$ cat src/cbu_pkg.sv
package cbu_pkg;
    // ------------------------------------------------------------------
    // Widths
    // ------------------------------------------------------------------
    localparam int unsigned CBU_PC_W = 12;
    localparam int unsigned CBU_OFS_W = 7;
    localparam int unsigned CBU_OP_W = 4;

    // ------------------------------------------------------------------
    // Operation codes on the op port
    // ------------------------------------------------------------------
    localparam logic [3:0] CBU_OP_BRANCH_IF_NEGATIVE = 4'h0;
    localparam logic [3:0] CBU_OP_BRANCH_IF_POSITIVE = 4'h1;
    localparam logic [3:0] CBU_OP_BRANCH_SIGNED_GE = 4'h2;
    localparam logic [3:0] CBU_OP_BRANCH_SIGNED_LT = 4'h3;
    localparam logic [3:0] CBU_OP_BRANCH_HALFCARRY_SET = 4'h4;
    localparam logic [3:0] CBU_OP_BRANCH_HALFCARRY_CLEAR = 4'h5;
    localparam logic [3:0] CBU_OP_BRANCH_TRANSFER_SET = 4'h6;
    localparam logic [3:0] CBU_OP_BRANCH_TRANSFER_CLEAR = 4'h7;
    localparam logic [3:0] CBU_OP_BRANCH_OVERFLOW_SET = 4'h8;
    localparam logic [3:0] CBU_OP_BRANCH_OVERFLOW_CLEAR = 4'h9;

    // ------------------------------------------------------------------
    // Reset values and timing
    // ------------------------------------------------------------------
    localparam logic [11:0] CBU_PC_RST = 12'h000;
    localparam int unsigned CBU_CYC_NOT_TAKEN = 1;
    localparam int unsigned CBU_CYC_TAKEN = 2;

    typedef enum logic [0:0] {
        CBU_IDLE,
        CBU_TAKEN_WAIT
    } cbu_state_e;
endpackage

$ cat src/cbu_cond.sv
`timescale 1ns/1ps
`default_nettype none
module cbu_cond
    import cbu_pkg::*;
(
    input wire logic [cbu_pkg::CBU_OP_W-1:0] op_i,
    input wire logic flag_n_i,
    input wire logic flag_v_i,
    input wire logic flag_h_i,
    input wire logic flag_t_i,
    output logic cond_o,
    output logic legal_o
);
    // Pure flag test; reads the flags only, never writes them
    always_comb begin
        cond_o = 1'b0;
        legal_o = 1'b1;
        case (op_i)
            CBU_OP_BRANCH_IF_NEGATIVE: cond_o = flag_n_i;
            CBU_OP_BRANCH_IF_POSITIVE: cond_o = !flag_n_i;
            CBU_OP_BRANCH_SIGNED_GE: cond_o = !(flag_n_i ^ flag_v_i);
            CBU_OP_BRANCH_SIGNED_LT: cond_o = flag_n_i ^ flag_v_i;
            CBU_OP_BRANCH_HALFCARRY_SET: cond_o = flag_h_i;
            CBU_OP_BRANCH_HALFCARRY_CLEAR: cond_o = !flag_h_i;
            CBU_OP_BRANCH_TRANSFER_SET: cond_o = flag_t_i;
            CBU_OP_BRANCH_TRANSFER_CLEAR: cond_o = !flag_t_i;
            CBU_OP_BRANCH_OVERFLOW_SET: cond_o = flag_v_i;
            CBU_OP_BRANCH_OVERFLOW_CLEAR: cond_o = !flag_v_i;
            default: legal_o = 1'b0; // Unknown codes never branch
        endcase
    end
endmodule
`default_nettype wire

$ cat src/cbu_branch.sv
`timescale 1ns/1ps
`default_nettype none
module cbu_branch #(
    parameter int unsigned PC_W = cbu_pkg::CBU_PC_W,
    parameter int unsigned OFS_W = cbu_pkg::CBU_OFS_W
) (
    input wire logic clk_sys_i,
    input wire logic rstn_i,
    input wire logic en_i,
    input wire logic issue_i,
    input wire logic [cbu_pkg::CBU_OP_W-1:0] op_i,
    input wire logic [OFS_W-1:0] offset_i,
    input wire logic [PC_W-1:0] pc_i,
    input wire logic [7:0] sreg_i,
    input wire logic flag_n_i,
    input wire logic flag_v_i,
    input wire logic flag_h_i,
    input wire logic flag_t_i,
    output logic busy_o,
    output logic done_o,
    output logic taken_o,
    output logic illegal_o,
    output logic pc_load_o,
    output logic [PC_W-1:0] pc_next_o,
    output logic [7:0] sreg_o
);
    import cbu_pkg::*;

    // ------------------------------------------------------------------
    // Target arithmetic
    // ------------------------------------------------------------------
    // Fall-through address; a taken branch builds on the same base
    function automatic logic [PC_W-1:0] next_seq(input logic [PC_W-1:0] pc);
        next_seq = pc + {{(PC_W-1){1'b0}}, 1'b1};
    endfunction

    // Sign extension is explicit so a short offset can reach backwards
    function automatic logic [PC_W-1:0] target(input logic [PC_W-1:0] pc,
                                               input logic [OFS_W-1:0] k);
        logic [PC_W-1:0] ext;
        ext = {{(PC_W-OFS_W){k[OFS_W-1]}}, k};
        target = next_seq(pc) + ext;
    endfunction

    logic cond;
    logic legal;

    cbu_cond u_cond (
        .op_i(op_i),
        .flag_n_i(flag_n_i),
        .flag_v_i(flag_v_i),
        .flag_h_i(flag_h_i),
        .flag_t_i(flag_t_i),
        .cond_o(cond),
        .legal_o(legal)
    );

    // ------------------------------------------------------------------
    // Sequencer
    // ------------------------------------------------------------------
    cbu_state_e state_q, state_d;
    logic busy_q, busy_d;
    logic done_q, done_d;
    logic taken_q, taken_d;
    logic illegal_q, illegal_d;
    logic pc_load_q, pc_load_d;
    logic [PC_W-1:0] pc_next_q, pc_next_d;
    logic [7:0] sreg_q, sreg_d;

    // Issue is ignored while busy: the second cycle of a taken branch
    // is a bubble, so the decoder must hold off one cycle
    always_comb begin
        state_d = state_q;
        busy_d = 1'b0;
        done_d = 1'b0;
        taken_d = taken_q;
        illegal_d = 1'b0;
        pc_load_d = 1'b0;
        pc_next_d = pc_next_q;
        sreg_d = sreg_i;
        case (state_q)
            CBU_IDLE: begin
                if (issue_i) begin
                    if (legal && cond) begin
                        state_d = CBU_TAKEN_WAIT;
                        busy_d = 1'b1;
                        taken_d = 1'b1;
                        pc_next_d = target(pc_i, offset_i);
                    end else begin
                        done_d = 1'b1;
                        taken_d = 1'b0;
                        illegal_d = !legal;
                        pc_next_d = next_seq(pc_i);
                    end
                end
            end
            CBU_TAKEN_WAIT: begin
                state_d = CBU_IDLE;
                done_d = 1'b1;
                pc_load_d = 1'b1;
            end
            default: state_d = CBU_IDLE;
        endcase
    end

    always_ff @(posedge clk_sys_i or negedge rstn_i) begin
        if (!rstn_i) begin
            state_q <= CBU_IDLE;
            busy_q <= 1'b0;
            done_q <= 1'b0;
            taken_q <= 1'b0;
            illegal_q <= 1'b0;
            pc_load_q <= 1'b0;
            pc_next_q <= '0;
            sreg_q <= 8'h00;
        end else if (en_i) begin
            state_q <= state_d;
            busy_q <= busy_d;
            done_q <= done_d;
            taken_q <= taken_d;
            illegal_q <= illegal_d;
            pc_load_q <= pc_load_d;
            pc_next_q <= pc_next_d;
            sreg_q <= sreg_d;
        end
    end

    assign busy_o = busy_q;
    assign done_o = done_q;
    assign taken_o = taken_q;
    assign illegal_o = illegal_q;
    assign pc_load_o = pc_load_q;
    assign pc_next_o = pc_next_q;
    assign sreg_o = sreg_q;
endmodule
`default_nettype wire

$ cat config.mk
export PLATFORM = sky130hd
export DESIGN_NAME = cbu_branch
export DESIGN_NICKNAME = d
export VERILOG_FILES = /design/src/cbu_pkg.sv /design/src/cbu_cond.sv /design/src/cbu_branch.sv
export SDC_FILE = /design/constraint.sdc
export NUM_CORES = 1
export LEC_CHECK = 0
export ABC_AREA = 1
export BUFFER_PORTS_ARGS = -buffer_cell sky130_fd_sc_hd__buf_2
export CORE_ASPECT_RATIO = 2
export CORE_UTILIZATION = 47
export DETAILED_ROUTE_END_ITERATION = 8
export HOLD_SLACK_MARGIN = 0.03
export MAX_ROUTING_LAYER = met4
export PLACE_DENSITY = 0.83
export REMOVE_ABC_BUFFERS = 1
export SLEW_MARGIN = 20
export SYNTH_ARGS = -nofsm -noshare
export SYNTH_HDL_FRONTEND = slang
export SYNTH_SLANG_ARGS = --single-unit
$ cat constraint.sdc
create_clock -name clk_sys_i -period 1.3 [get_ports clk_sys_i]
set_input_delay 0.195 -clock clk_sys_i [delete_from_list [all_inputs] [get_ports clk_sys_i]]
set_output_delay 0.195 -clock clk_sys_i [all_outputs]
set_load 0.005 [all_outputs]
==> results.cfg <==
[layout]
n_fill_cell = 248
diodes = 0
num-nets-final = 490
drive_gt1_share_pct = 51.2
final_core_util_pct = 83.6
design_area_um2 = 3490
areaGrowthSynthToFinish_pct = 69.1
finalNonFillerCells = 486

[route]
drc = 0
drt-initial-drc-count = 105
vias_per_cell = 5.40
ant_nets = 0
wl_per_cell_um = 15.7
vias = 2624
firstDrtPassIters = 4
routed_wl_um = 7650

[sta]
skew_ns = 0.00271
period_needed_ns = 1.89
period_share_pct = 146
setup_ws_ns = -0.593
finalMaxSlewViolations = 0
hold_violations = 0
fin_hold_ws_ns = 0.120
finalSetupViolations = 10
rsz0062_at_grt = yes
relSlewSlack_pct = 63.2
fmax_mhz = 528
fin_setup_tns_ns = -4.31
tightest_slew_ns = 0.551

[worst_setup_path]
worstPathRequired_ns = 1.47
cp.arrival_ns = 2.07
worstSetupStartpointType = input port
endpoint_kind = flop
path_max_fanout = 3
critical_path_class = in2reg

[synthesis]
synth_enable_flop_cells = 0
synth.distinct_cells = 31
synthArstFlopShare_pct = 100
yosys.area.top_type_share_pct = 30.3
synth.largest_area_cell = dfrtp_1
synthCells = 313
synthTopCellsByCount = nand2_1 (125), inv_1 (34), nor2_1 (32), dfrtp_1 (25), ha_1 (15)
yosysWarnings = 0
synth_seq_area_share_pct = 30.3
synth.area.top_cells = dfrtp_1 (30%), nand2_1 (23%), ha_1 (9.1%)
netlist_area_um2 = 2060
yosysMostFrequentCell = nand2_1
postSynth.topFlopCell = dfrtp_1
avgSynthCellArea_um2 = 6.59
ys_seq_elements = 25

[global_route]
antenna_found_initial = 0
grt.total_usage_pct = 27.5
grt_pass1_wl_um = 9720
grt_overflow = 0
grt_pass1_vias = 2467
grt_max_degree = 26

[die]
io_pins = 64
initial_core_util_pct = 49.5
fp.dieW_um = 48.9
core_region_area_um2 = 4170
dieArea_um2 = 4670
chipHeight_um = 95.7
row_count = 33

[place]
dpl.hpwl_um = 4330
globalplace.congestion = 0.949
placed_cells = 463
io_buffer_count = 63
dpl_cell_area_um2 = 2730

[flow_run]
max-cap-violations = 0

[clock_network]
clock_latency_ns = 0.28
cts_sinks = 25
htreeDepth = 1
cts_tree = done
root_buffer = clkbuf_8
numCtsBuffers = 3
path_clk_slew_ns = 0.09
clockBufferDepth = 2

[run_status]
status = finished, violations left
violations = negative setup slack

[min_path]
hp-class = in2reg

[pwr]
ir_drop_mv = 0.779
leakagePower_uw = 0.00188
power.density_nw_per_um2 = 846
[cells by family (layout without fill, tap and decap cells)]
group,Yosys count,in the layout,share of synthesized area [%]
AO/OA/AOI/OAI,29,29,8.19
XOR/XNOR,13,13,5.88
adder cells (fa/ha/maj),16,16,10.1
buffers and inverters,43,164,8.25
flip-flops,25,25,30.3
AND/OR/NAND/NOR,187,187,37.3
[flip-flops by register name, indices dropped and copies added, names as in the netlist]
name	cells
done_o	1
illegal_o	1
pc_load_o	1
pc_next_o	12
sreg_o	8
state_q	1
taken_o	1
[critical path, cell delays in order]
cell,delay (ns)
buf_8,0.09
nand2_4,0.06
nor3_2,0.26
xor2_2,0.23
ha_1,0.30
nand2_1,0.09
nand2_1,0.16
a21oi_2,0.22
nand2_1,0.10
xnor2_1,0.17
nand2_1,0.08
nand3_1,0.08
nand2_1,0.05
[per-layer routing]
metal  part of all wire (%)  wire length [um]  track usage, %  vias to the layer above
met5                      0                 0               -                        -
met4                    6.3               481            20.3                        0
met3                    4.1               314            1.26                       41
met2                     57              4360            56.1                      129
met1                     33              2500            22.3                     1246
li1                       -                 -               -                     1208
[layout by cell type, fill, tap and decap left out, drive strengths merged, types with 2 or more instances in the layout]
master  netlist  routed
nand3        14      14
inv          38      38
ha           15      15
nand2       130     130
xor2          9       9
xnor2         4       4
clkbuf        3       3
a21oi        12      12
a21o          2       2
buf           2     121
o211ai        2       2
dfrtp        25      25
nand4         2       2
nor2         36      36
or2           3       3
o21ai        11      11
[area by class of cell]
class / instances / area [um^2] / area share (%)
Sequential cell: 25 / 626 / 17.9
Multi-Input combinational cell: 245 / 1750 / 50.2
Clock inverter: 1 / 7.51 / 0.215
Clock buffer: 3 / 41.3 / 1.18
Inverter: 38 / 145 / 4.16
Tap cell: 52 / 65.1 / 1.87
Timing Repair Buffer: 122 / 852 / 24.4
[power breakdown]
part	total (uW)	switching, uW	internal, uW
Sequential	981	73.8	907
Clock	483	265	218
Combinational	1490	796	691
[through the flow]
step | power [uW] | setup slack [ns]
6_report | 2950 | -0.593
5_1_grt | 3090 | -0.784
4_1_cts | 2670 | -0.442
3_5_place_dp | 2010 | -0.908
3_3_place_gp | 1980 | -0.861
2_1_floorplan | 1510 | -0.637
[what timing repair did]
action,CTS,global route
gates resized for setup,77,53
setup endpoints to repair,11,11
hold endpoints to repair,25,0
hold buffers,1,0
buffers inserted,12,7
pin swaps,51,52
[path summary, 6_finish.rpt]
kind,startpoint,end,slack (ns),cells past startpoint
max in group asynchronous,rstn_i,pc_next_o[10]$_DFFE_PN0P_,0.51,2
min reg2reg,sreg_o[7]$_DFFE_PN0P_,sreg_o[7]$_DFFE_PN0P_,0.48,2
min in group asynchronous,rstn_i,pc_next_o[2]$_DFFE_PN0P_,0.42,2
max reg2reg,state_q$_DFFE_PN0P_,illegal_o$_DFFE_PN0P_,0.06,4
max,pc_i[2],pc_next_o[8]$_DFFE_PN0P_,-0.59,13
min,sreg_i[3],sreg_o[3]$_DFFE_PN0P_,0.12,3
No activity file was read; power rests on OpenSTA's default activity.
